[config.mk]
export PLATFORM = sky130hd
export DESIGN_NAME = cwr_top
export DESIGN_NICKNAME = d
export VERILOG_FILES = /design/src/design/cwr_div.sv /design/src/design/cwr_top.sv
export SDC_FILE = /design/constraint.sdc
export NUM_CORES = 2
export LEC_CHECK = 0
export BUFFER_PORTS_ARGS = -buffer_cell sky130_fd_sc_hd__buf_2
export CORE_MARGIN = 2
export CORE_UTILIZATION = 55
export CTS_CLUSTER_DIAMETER = 50
export DETAILED_ROUTE_END_ITERATION = 8
export GPL_TIMING_DRIVEN = 0
export PLACE_DENSITY = 0.77
export SLEW_MARGIN = 10
export SYNTH_ARGS = -nofsm -noshare
export SYNTH_HDL_FRONTEND = slang
export SYNTH_HIERARCHICAL = 1
export SYNTH_SLANG_ARGS = --single-unit
[constraint.sdc]
create_clock -name i_clk -period 4.3 [get_ports i_clk]
set_input_delay 0.215 -clock i_clk [delete_from_list [all_inputs] [get_ports i_clk]]
set_output_delay 0.215 -clock i_clk [all_outputs]
set_load 0.05 [all_outputs]
[src/design/cwr_div.sv]
// Shared constants and the peripheral clock-enable divider
package cwr_pkg;
    localparam int NUM_DIV = 21;
    localparam int NUM_FRAC = 5;
    localparam int DIV_W = 16;
    localparam int FRAC_W = 5;
    localparam int WDT_W = 16;
    localparam int TRIM_W = 8;
    localparam int CAUSE_W = 5;
    localparam int IRQ_W = 32;
    localparam logic [TRIM_W-1:0] TRIM_RESET = 8'h80;
    localparam int MAIN_OSC_HZ = 48000000;
    localparam int LP_OSC_HZ = 32000;
    localparam int CLK_PERIOD_PS = 5000;
    localparam int RST_HOLD_NS = 100;
    localparam int RST_HOLD_CYC = (RST_HOLD_NS * 1000 + CLK_PERIOD_PS - 1) / CLK_PERIOD_PS;
    localparam logic [7:0] RST_HOLD_LOAD = 8'(RST_HOLD_CYC - 1);
    localparam int CAUSE_POR = 0;
    localparam int CAUSE_PIN = 1;
    localparam int CAUSE_SW = 2;
    localparam int CAUSE_WDT = 3;
    localparam int CAUSE_DROP = 4;
    typedef enum logic [1:0] {PM_BOOT, PM_ACTIVE, PM_SLEEP, PM_DEEP} cwr_pmode_t;
    typedef enum logic [1:0] {SW_RUN, SW_STOP, SW_START} cwr_sw_t;
endpackage

`timescale 1ns/1ps
module cwr_div #(
    parameter bit FRAC = 1'b0
) (
    input wire logic i_clk,
    input wire logic i_srst,
    input wire logic i_hf_rise,
    input wire logic i_en,
    input wire logic [cwr_pkg::DIV_W-1:0] i_div_int,
    input wire logic [cwr_pkg::FRAC_W-1:0] i_div_frac,
    output logic o_pulse
);
    import cwr_pkg::*;

    typedef struct packed {
        logic [DIV_W-1:0] cnt;
        logic [FRAC_W-1:0] acc;
        logic pulse;
    } cwr_div_st_t;

    cwr_div_st_t st_reg;
    cwr_div_st_t st_next;
    logic [FRAC_W:0] sum;
    logic [DIV_W:0] per;

    // ----------------------------------------
    // One-in-N enable with optional fraction
    // ----------------------------------------
    always_comb begin
        st_next = st_reg;
        st_next.pulse = 1'b0;
        sum = {1'b0, st_reg.acc} + {1'b0, (FRAC ? i_div_frac : {FRAC_W{1'b0}})};
        per = {1'b0, i_div_int} + {{DIV_W{1'b0}}, sum[FRAC_W]};
        if (!i_en) begin
            st_next.cnt = '0;
            st_next.acc = '0;
        end else if (i_hf_rise) begin
            if (st_reg.cnt == '0) begin
                st_next.pulse = 1'b1;
                st_next.acc = sum[FRAC_W-1:0];
                // New divisor only taken at the period boundary
                st_next.cnt = (per > 17'h1) ? DIV_W'(per - 17'h1) : '0;
            end else begin
                st_next.cnt = st_reg.cnt - 16'h1;
            end
        end
    end

    always_ff @(posedge i_clk) begin
        if (i_srst) begin
            st_reg <= '0;
        end else begin
            st_reg <= st_next;
        end
    end

    assign o_pulse = st_reg.pulse;
endmodule

[src/design/cwr_top.sv]
// Clock select, dividers, watchdog, reset and power-mode control
//
// Functional notes
// - Source switch without glitches or runt pulses
// - Synchronise selection and divider control changes
// - Twenty-one dividers: five fractional, sixteen integer
// - All dividers run from high-frequency clock
// - Digital dividers give one-in-N enables
// - Analog clock leads the digital enables
// - Analog divider keeps 50% duty, odd too
// - Main oscillator primary, 48 MHz after reset
// - Trim from supervisory rows, later from flash
// - Low-power oscillator stays on in deep sleep
// - Watchdog counts on low-power oscillator
// - Unserviced watchdog timeout issues system reset
// - Watchdog may raise interrupt before reset
// - Several reset sources including software
// - Reset returns state to defined values
// - Sticky reset cause survives system reset
// - Dedicated external reset pin
// - Hold mode entry until supply good; drop resets
// - Active, sleep, deep-sleep sequenced here
// - Wakeup controller wakes from deep sleep
`timescale 1ns/1ps
module cwr_top (
    input wire logic i_clk,
    input wire logic i_srst,
    input wire logic i_main_osc,
    input wire logic i_lp_osc,
    input wire logic i_clk_sel_lp,
    input wire logic [cwr_pkg::NUM_DIV-1:0] i_div_en,
    input wire logic [cwr_pkg::NUM_DIV-1:0][cwr_pkg::DIV_W-1:0] i_div_int,
    input wire logic [cwr_pkg::NUM_FRAC-1:0][cwr_pkg::FRAC_W-1:0] i_div_frac,
    input wire logic [cwr_pkg::DIV_W-1:0] i_ana_div,
    input wire logic i_trim_nv_valid,
    input wire logic [cwr_pkg::TRIM_W-1:0] i_trim_nv,
    input wire logic i_trim_flash_wr,
    input wire logic [cwr_pkg::TRIM_W-1:0] i_trim_flash,
    input wire logic i_wdt_en,
    input wire logic i_wdt_service,
    input wire logic [cwr_pkg::WDT_W-1:0] i_wdt_limit,
    input wire logic i_wdt_irq_en,
    input wire logic i_wdt_irq_clear,
    input wire logic i_external_reset_pin_n,
    input wire logic i_sw_reset_req,
    input wire logic i_supply_ok,
    input wire logic i_supply_drop_detect,
    input wire logic i_cause_clear,
    input wire logic i_sleep_req,
    input wire logic i_deep_sleep_req,
    input wire logic [cwr_pkg::IRQ_W-1:0] i_irq_req,
    input wire logic [cwr_pkg::IRQ_W-1:0] i_wake_irq_en,
    output logic o_hf_clk,
    output logic o_clk_src_lp,
    output logic o_main_osc_on,
    output logic [cwr_pkg::TRIM_W-1:0] o_osc_trim,
    output logic [cwr_pkg::NUM_DIV-1:0] o_per_clk_en,
    output logic o_ana_clk,
    output logic o_lp_clk_on,
    output logic o_wdt_irq,
    output logic o_sys_reset,
    output logic [cwr_pkg::CAUSE_W-1:0] o_reset_cause,
    output cwr_pkg::cwr_pmode_t o_power_mode,
    output logic o_cpu_clk_on
);
    import cwr_pkg::*;

    typedef struct packed {
        logic sel_s1;
        logic sel_s2;
        logic pin_s1;
        logic pin_s2;
        logic sel_lp;
        cwr_sw_t sw;
        logic hf_lvl;
        logic hf_prev;
        logic [NUM_DIV-1:0] per_en;
        logic ana_lvl;
        logic [DIV_W-1:0] ana_cnt;
        logic [DIV_W-1:0] ana_edges;
        logic lp_prev;
        logic lp_on;
        logic [WDT_W-1:0] wdt_cnt;
        logic wdt_warned;
        logic wdt_irq;
        logic sys_rst;
        logic [7:0] rst_cnt;
        logic [CAUSE_W-1:0] cause;
        cwr_pmode_t mode;
        logic osc_on;
        logic cpu_on;
        logic trim_done;
        logic [TRIM_W-1:0] trim;
    } cwr_top_st_t;

    localparam cwr_top_st_t ST_RESET = '{
        sel_s1: 1'b0, sel_s2: 1'b0, pin_s1: 1'b1, pin_s2: 1'b1, sel_lp: 1'b0,
        sw: SW_RUN, hf_lvl: 1'b0, hf_prev: 1'b0, per_en: '0, ana_lvl: 1'b0,
        ana_cnt: '0, ana_edges: '0, lp_prev: 1'b0, lp_on: 1'b1, wdt_cnt: '0,
        wdt_warned: 1'b0, wdt_irq: 1'b0, sys_rst: 1'b1, rst_cnt: RST_HOLD_LOAD,
        cause: CAUSE_W'(1) << CAUSE_POR, mode: PM_BOOT, osc_on: 1'b1, cpu_on: 1'b0,
        trim_done: 1'b0, trim: TRIM_RESET};

    cwr_top_st_t st_reg;
    cwr_top_st_t st_next;
    logic hf_rise;
    logic hf_edge;
    logic lp_rise;
    logic cur_src;
    logic wake;
    logic wdt_to;
    logic [CAUSE_W-1:0] rst_src;
    logic [NUM_DIV-1:0] dig_pulse;
    logic [NUM_DIV-1:0][FRAC_W-1:0] dfrac;

    assign hf_rise = st_reg.hf_lvl & ~st_reg.hf_prev;
    assign hf_edge = st_reg.hf_lvl ^ st_reg.hf_prev;
    assign lp_rise = i_lp_osc & ~st_reg.lp_prev;
    assign wake = |(i_irq_req & i_wake_irq_en);

    // ----------------------------------------
    // Peripheral dividers
    // ----------------------------------------
    genvar k;
    generate
        for (k = 0; k < NUM_DIV; k++) begin : g_div
            if (k < NUM_FRAC) begin : g_frac
                assign dfrac[k] = i_div_frac[k];
            end else begin : g_int
                assign dfrac[k] = '0;
            end
            cwr_div #(.FRAC(k < NUM_FRAC)) u_div (
                .i_clk(i_clk),
                .i_srst(i_srst),
                .i_hf_rise(hf_rise),
                .i_en(i_div_en[k]),
                .i_div_int(i_div_int[k]),
                .i_div_frac(dfrac[k]),
                .o_pulse(dig_pulse[k])
            );
        end
    endgenerate

    // ----------------------------------------
    // Next-state logic
    // ----------------------------------------
    always_comb begin
        st_next = st_reg;
        wdt_to = 1'b0;
        st_next.sel_s1 = i_clk_sel_lp;
        st_next.sel_s2 = st_reg.sel_s1;
        st_next.pin_s1 = i_external_reset_pin_n;
        st_next.pin_s2 = st_reg.pin_s1;
        st_next.hf_prev = st_reg.hf_lvl;
        st_next.lp_prev = i_lp_osc;
        st_next.lp_on = 1'b1;
        st_next.per_en = dig_pulse;

        // Glitch-free source switch: gate while low, restart from low
        cur_src = st_reg.sel_lp ? i_lp_osc : (i_main_osc & (st_reg.osc_on | st_reg.hf_lvl));
        unique case (st_reg.sw)
            SW_RUN: begin
                st_next.hf_lvl = cur_src;
                if (st_reg.sel_s2 != st_reg.sel_lp) begin
                    st_next.sw = SW_STOP;
                end
            end
            SW_STOP: begin
                st_next.hf_lvl = cur_src & st_reg.hf_lvl;
                if (!cur_src) begin
                    st_next.sel_lp = st_reg.sel_s2;
                    st_next.sw = SW_START;
                end
            end
            SW_START: begin
                st_next.hf_lvl = 1'b0;
                if (!cur_src) begin
                    st_next.sw = SW_RUN;
                end
            end
            default: begin
                st_next.hf_lvl = 1'b0;
                st_next.sw = SW_RUN;
            end
        endcase

        // Analog clock toggles every N half periods
        if (i_ana_div == '0) begin
            st_next.ana_cnt = '0;
        end else if (hf_edge) begin
            if (st_reg.ana_cnt >= i_ana_div - 16'h1) begin
                st_next.ana_lvl = ~st_reg.ana_lvl;
                st_next.ana_cnt = '0;
            end else begin
                st_next.ana_cnt = st_reg.ana_cnt + 16'h1;
            end
        end
        if (i_ana_div == '0 || st_next.ana_lvl != st_reg.ana_lvl) begin
            st_next.ana_edges = '0;
        end else if (hf_edge) begin
            st_next.ana_edges = st_reg.ana_edges + 16'h1;
        end

        // Trim load
        if (!st_reg.trim_done && i_trim_nv_valid) begin
            st_next.trim = i_trim_nv;
            st_next.trim_done = 1'b1;
        end else if (st_reg.trim_done && i_trim_flash_wr) begin
            st_next.trim = i_trim_flash;
        end

        // Watchdog
        if (!i_wdt_en || i_wdt_service) begin
            st_next.wdt_cnt = '0;
            st_next.wdt_warned = 1'b0;
        end else if (lp_rise) begin
            if (st_reg.wdt_cnt == i_wdt_limit) begin
                st_next.wdt_cnt = '0;
                if (i_wdt_irq_en && !st_reg.wdt_warned) begin
                    st_next.wdt_warned = 1'b1;
                end else begin
                    wdt_to = 1'b1;
                end
            end else begin
                st_next.wdt_cnt = st_reg.wdt_cnt + 16'h1;
            end
        end
        st_next.wdt_irq = (st_reg.wdt_irq & ~i_wdt_irq_clear) |
            (st_next.wdt_warned & ~st_reg.wdt_warned);

        // Reset sources and sticky cause
        rst_src = '0;
        rst_src[CAUSE_PIN] = ~st_reg.pin_s2;
        rst_src[CAUSE_SW] = i_sw_reset_req;
        rst_src[CAUSE_WDT] = wdt_to;
        rst_src[CAUSE_DROP] = i_supply_drop_detect;
        st_next.cause = (i_cause_clear ? '0 : st_reg.cause) | rst_src;
        if (|rst_src) begin
            st_next.sys_rst = 1'b1;
            st_next.rst_cnt = RST_HOLD_LOAD;
        end else if (st_reg.rst_cnt != '0) begin
            st_next.rst_cnt = st_reg.rst_cnt - 8'h1;
        end else begin
            st_next.sys_rst = 1'b0;
        end

        // Power modes
        unique case (st_reg.mode)
            PM_BOOT: begin
                st_next.osc_on = 1'b1;
                if (i_supply_ok && st_reg.trim_done && !st_reg.sys_rst) begin
                    st_next.mode = PM_ACTIVE;
                end
            end
            PM_ACTIVE: begin
                if (i_deep_sleep_req) begin
                    st_next.mode = PM_DEEP;
                    st_next.osc_on = 1'b0;
                end else if (i_sleep_req) begin
                    st_next.mode = PM_SLEEP;
                end
            end
            PM_SLEEP: begin
                if (wake) begin
                    st_next.mode = PM_ACTIVE;
                end
            end
            PM_DEEP: begin
                if (wake) begin
                    st_next.mode = PM_ACTIVE;
                    st_next.osc_on = 1'b1;
                end
            end
        endcase
        if (st_next.sys_rst || !i_supply_ok) begin
            st_next.mode = PM_BOOT;
            st_next.osc_on = 1'b1;
            st_next.wdt_cnt = '0;
            st_next.wdt_warned = 1'b0;
            st_next.wdt_irq = 1'b0;
        end
        st_next.cpu_on = (st_next.mode == PM_ACTIVE);
    end

    always_ff @(posedge i_clk) begin
        if (i_srst) begin
            st_reg <= ST_RESET;
        end else begin
            st_reg <= st_next;
        end
    end

    assign o_hf_clk = st_reg.hf_lvl;
    assign o_clk_src_lp = st_reg.sel_lp;
    assign o_main_osc_on = st_reg.osc_on;
    assign o_osc_trim = st_reg.trim;
    assign o_per_clk_en = st_reg.per_en;
    assign o_ana_clk = st_reg.ana_lvl;
    assign o_lp_clk_on = st_reg.lp_on;
    assign o_wdt_irq = st_reg.wdt_irq;
    assign o_sys_reset = st_reg.sys_rst;
    assign o_reset_cause = st_reg.cause;
    assign o_power_mode = st_reg.mode;
    assign o_cpu_clk_on = st_reg.cpu_on;
endmodule

# Word level (Yosys, flattened, before mapping)
# Cells that the tools add are included.
[word_totals]
ff_bits = 476
latchBits = 0
ram_bits = 0
rom_bits = 0
output_inout_bits = 44
n_memories = 0
[classes]
n_addsub = 56
n_mul = 0
div_mod_pow = 0
magnitude_cmp = 22
eq_ne = 13
n_shift = 0
mux = 96
n_bitwise = 40
reduce_logical = 95
[ops]
columns = ["cell", "n"]
rows = [
  ["16-bit two-way mux", 44],
  ["16-bit by 1-bit subtractor with 16-bit output (second input constant)", 43],
  ["16-bit logical NOT", 22],
  ["16-bit by 1-bit greater-than comparator with 1-bit output (second input constant)", 16],
  ["16-bit by 1-bit adder with 17-bit output", 5],
  ["17-bit by 1-bit greater-than comparator with 1-bit output (second input constant)", 5],
  ["3-bit OR reduction", 22],
  ["2-bit OR reduction", 23],
  ["1-bit two-way mux", 34],
  ["16-bit by 1-bit adder with 16-bit output (second input constant)", 2],
  ["32-bit AND", 1],
  ["32-bit OR reduction", 1],
  ["5-bit by 5-bit adder with 6-bit output", 5],
  ["1-bit NOT", 29],
  ["8-bit two-way mux", 3],
  ["17-bit two-way mux", 1],
  ["16-bit == test", 1],
  ["16-bit greater-or-equal comparator", 1],
  ["2-bit two-way mux", 7],
  ["2-bit AND reduction", 6],
  ["2-bit != test (second input constant)", 5],
  ["9-bit two-way mux", 1],
  ["3-bit one-hot mux with 3 select lines", 1],
  ["2-bit one-hot mux with 4 select lines", 1],
  ["other kinds (21)", 43],
]

# Longest topological paths before layout
[depth]
word_depth = 11
ltp_mapped = 16

# Modules after synthesis
# Netlist, hierarchy kept.
[by_module_without_submodules]
columns = ["mod", "instances", "cells_each", "area_each_um2"]
rows = [
  ["cwr_div at g_div[10].u_div ...", 14, 174, 1387.6],
  ["cwr_div at g_div[0].u_div ...", 5, 294, 2162.1],
  ["cwr_top", 1, 539, 4863.4],
  ["cwr_div at g_div[8].u_div ...", 2, 175, 1313.8],
]

# Worst setup path before layout
# OpenSTA, ideal clock, no wires.
[synth_timing]
path_type = "flip-flop to flip-flop"
from = "register st_reg (netlist bit o_hf_clk)"
to = "register g_div[10].u_div/st_reg[19] in the netlist's numbering"
setup_ps = 134
arrival_ps = 4058
t_required_ps = 4166
slack_ps = 109
stages_incl_launch_ff = 7
path_buffers = 0
cell_sequence = "dfxtp_1 > ha_1 > or3b_4 > or3_4 > nor4_4 > mux2i_1 > o22ai_1"
[synth_between]
elab_chain_len = 1
[synth_lines]
columns = ["item", "line_no", "rtl"]
rows = [
  ["from (decl)", "cwr_top.sv:104", "cwr_top_st_t st_reg;"],
  ["from (signal assigned)", "cwr_top.sv:289", "st_reg <= st_next;"],
  ["1-bit AND", "cwr_top.sv:116", "assign hf_rise = st_reg.hf_lvl & ~st_reg.hf_prev;"],
  ["named net hf_rise", "cwr_top.sv:106", "logic hf_rise;"],
  ["to (signal assigned)", "cwr_div.sv:79", "st_reg <= st_next;"],
  ["to (decl)", "cwr_div.sv:47", "cwr_div_st_t st_reg;"],
]
# The timed path passes the listed nets, and every way through them passes these cells.
# A chain may end at the register's enable or synchronous reset.

# Final worst setup path
[layout_timing]
from = "register g_div[1].u_div/st_reg[2] in the netlist's numbering"
to = "register g_div[1].u_div/st_reg[6] in the netlist's numbering"
[layout_between]
elab_chain_len = 5
[layout_lines]
columns = ["item", "line_no", "rtl"]
rows = [
  ["from (decl)", "cwr_div.sv:47", ""],
  ["from (signal assigned)", "cwr_div.sv:79", ""],
  ["5-bit by 5-bit adder with 6-bit output (*)", "cwr_div.sv:58", "sum = {1'b0, st_reg.acc} + {1'b0, (FRAC ? i_div_frac : {FRAC_W{1'b0}})};"],
  ["16-bit by 1-bit adder with 17-bit output (*)", "cwr_div.sv:59", "per = {1'b0, i_div_int} + {{DIV_W{1'b0}}, sum[FRAC_W]};"],
  ["16-bit by 1-bit subtractor with 16-bit output or 17-bit by 1-bit greater-than comparator with 1-bit output (tied branches)", "cwr_div.sv:68", "st_next.cnt = (per > 17'h1) ? DIV_W'(per - 17'h1) : '0;"],
  ["16-bit two-way mux (*)", "cwr_div.sv:68", ""],
  ["16-bit two-way mux (*)", "cwr_div.sv:64", "if (st_reg.cnt == '0) begin"],
]
# Every way passes the cells marked *; elsewhere a longest branch is shown, timed or not.

==> results.md <==
- Outcome: completed
- Most common cell on crit path: ha_1
- DR WL/cell: 17.6 µm
- Critical path fanouts, max: 10
- Initial DRC count: 3,287
- Row count: 96
- Fin nets: 6,208
- Mapped cell area: 37,700 µm²
- Fin Hold WS: 23.2 ps
- Post-Synthesis Cells: 4,794
- Crit path time final: 3980 ps
- Io pins: 556
- Most frequent cells in the layout: buf_2, dfxtp_1, nand2_1, nor2_1, a21oi_1
- Initial antenna violation count: 34
- Largest net degree at the start of global routing: 60
- Place WS: 334 ps
- Routed Antenna Nets: 0
- Final Hold Viols: 0
- Peak supply drop: 273 µV
- Critical Path End Type: register
- Slowest cell on crit path: a21boi_2
- Worst-Margin Slew: 1240 ps
- Clk slew on worst S/H paths: 50 ps
- Hpwl dp: 83,500 µm
- Vias per cell: 6.06
- Drt first pass iters: 6
- Starting density of the core: 55.3%
- Final setup skew: 18.7 ps
- CP Cell Sequence: ha_1 > a21o_1 > a21oi_1 > nor2b_1 > o21ai_0 > nand2b_1 > ha_1 > ha_1 > and4_1 > and3_1 > or3_1 > a21boi_2 > nand3_1 > a31oi_1 > nor2_1
- Routability congestion estimate: 0.942
- Max reg flops: 361
- Fmax: 251 MHz
- Critical path class: register to register
- Die area: 70,700 µm²
- Clock Sinks: 475
- Overall Power: 0.0160 W
- Cell Count, Final, Fillers Out: 6,507
- Avg Synthesized Cell Area: 7.87 µm²
- Slew margin rel.: 17.3%
- Residual DRC: 0
- Die span in x: 266 µm
- DR vias: 39.4k
- Slew Limit Fails: 0
- Type of the most critical hold path: primary input to register
- GRT overflow: 0
- Pleak: 17.7 nW
- Worst EP required: 4770 ps
- Layout cells sized above 1: 19.5%
- CTS tree: done
- # H-tree levels: 3
- Placed cells: 6,222
- CORE AREA: 68,200 µm²
- RSZ-0062 raised after global routing: false
- Pwr Density: 353 nW/µm²
- Number of port buffers: 544
- Clock Latency Late Sink: 590 ps
- Critical path launch point type: register
- Total wire length: 114,000 µm
- CP arrival: 4450 ps
- Vias in the first global route: 36.8k
- Root buffer cell: clkbuf_16
- First-pass GRT wire length: 183,000 µm
- Area growth syn-to-layout: 20.2%
- Commonest non-fill, non-tap cell in the layout: buf_2
- Clk buf depth: 3
- Die Y: 266 µm
- Final setup margin: 321 ps
- Max-cap violations: 0
- Mapped Nets: 5,452
- Filler cells: 5,778
- Fin crit share: 92.5%
- Setup_tns: 0 ps
- # setup viols final: 0
- Slowest stage delay, CP: 440 ps
- Total CTS buffers: 69
- Yosys Warn Count: 6
- GRT Resource Usage Total: 30.8%
-- metal layers --
metal  global-route usage (%)  routed length, µm  share of wire, %  up-vias
li1                         -                  -                 -    19226
met1                     38.4              47600                42    18302
met2                     50.7              52700                46     1557
met3                     5.70               8700               7.6      316
met4                     15.8               5220               4.6       16
met5                        0                 92             0.080        -
-- cell type report --
| type | count | area [µm²] | area share (%) |
|---|---|---|---|
| diodes | 25 | 62.6 | 0.138 |
| plain buffers | 238 | 1480 | 3.26 |
| clock buffers | 82 | 1900 | 4.19 |
| clock inverters | 39 | 374 | 0.825 |
| inverters | 141 | 529 | 1.17 |
| multi-input cells | 3940 | 26200 | 57.8 |
| flip-flops and latches | 475 | 9510 | 21.0 |
| well taps | 882 | 1100 | 2.43 |
| repair buffers | 685 | 4170 | 9.20 |
-- power breakdown --
| group | internal [W] | switching [W] |
|---|---|---|
| clock | 0.00342 | 0.00220 |
| combinational | 0.00234 | 0.00320 |
| sequential | 0.00461 | 0.000239 |
-- what timing repair did --
| item | in CTS | in global routing |
|---|---|---|
| hold buffers | 139 | 0 |
| hold endpoints to repair | 141 | 0 |
| setup buffers | 0 | 0 |
| resized for setup | 0 | 0 |
| setup endpoints to repair | 0 | 0 |
-- critical path: cells and delay by family (launching register included) --
kind / cells / cell delay (ps)
AOI/OAI and AO/OA: 5 / 1290
and+or+nand+nor: 7 / 1450
adders and majority gates: 3 / 770
DFF: 1 / 320
-- final timing paths --
path | from | endpoint | slack, ps | cells after the start
worst max register to register | g_div[1].u_div/st_reg[2] | g_div[1].u_div/st_reg[6] | 320 | 15
worst max-delay path | g_div[1].u_div/st_reg[2] | g_div[1].u_div/st_reg[6] | 320 | 15
worst min-delay path | i_div_int[191] | g_div[11].u_div/st_reg[21] | 20 | 3
worst min register to register | st_next[106] | st_reg[106] | 410 | 1
-- stage by stage --
| step | util, % | area (µm²) |
|---|---|---|
| floorplan | - | 37700 |
| global placement | 60.9 | 41500 |
| detailed placement | 61.0 | 41600 |
| CTS | 66.4 | 45300 |
| global route | 66.4 | 45300 |
| finish | 66.5 | 45300 |
(Power assumes the default switching activity.)
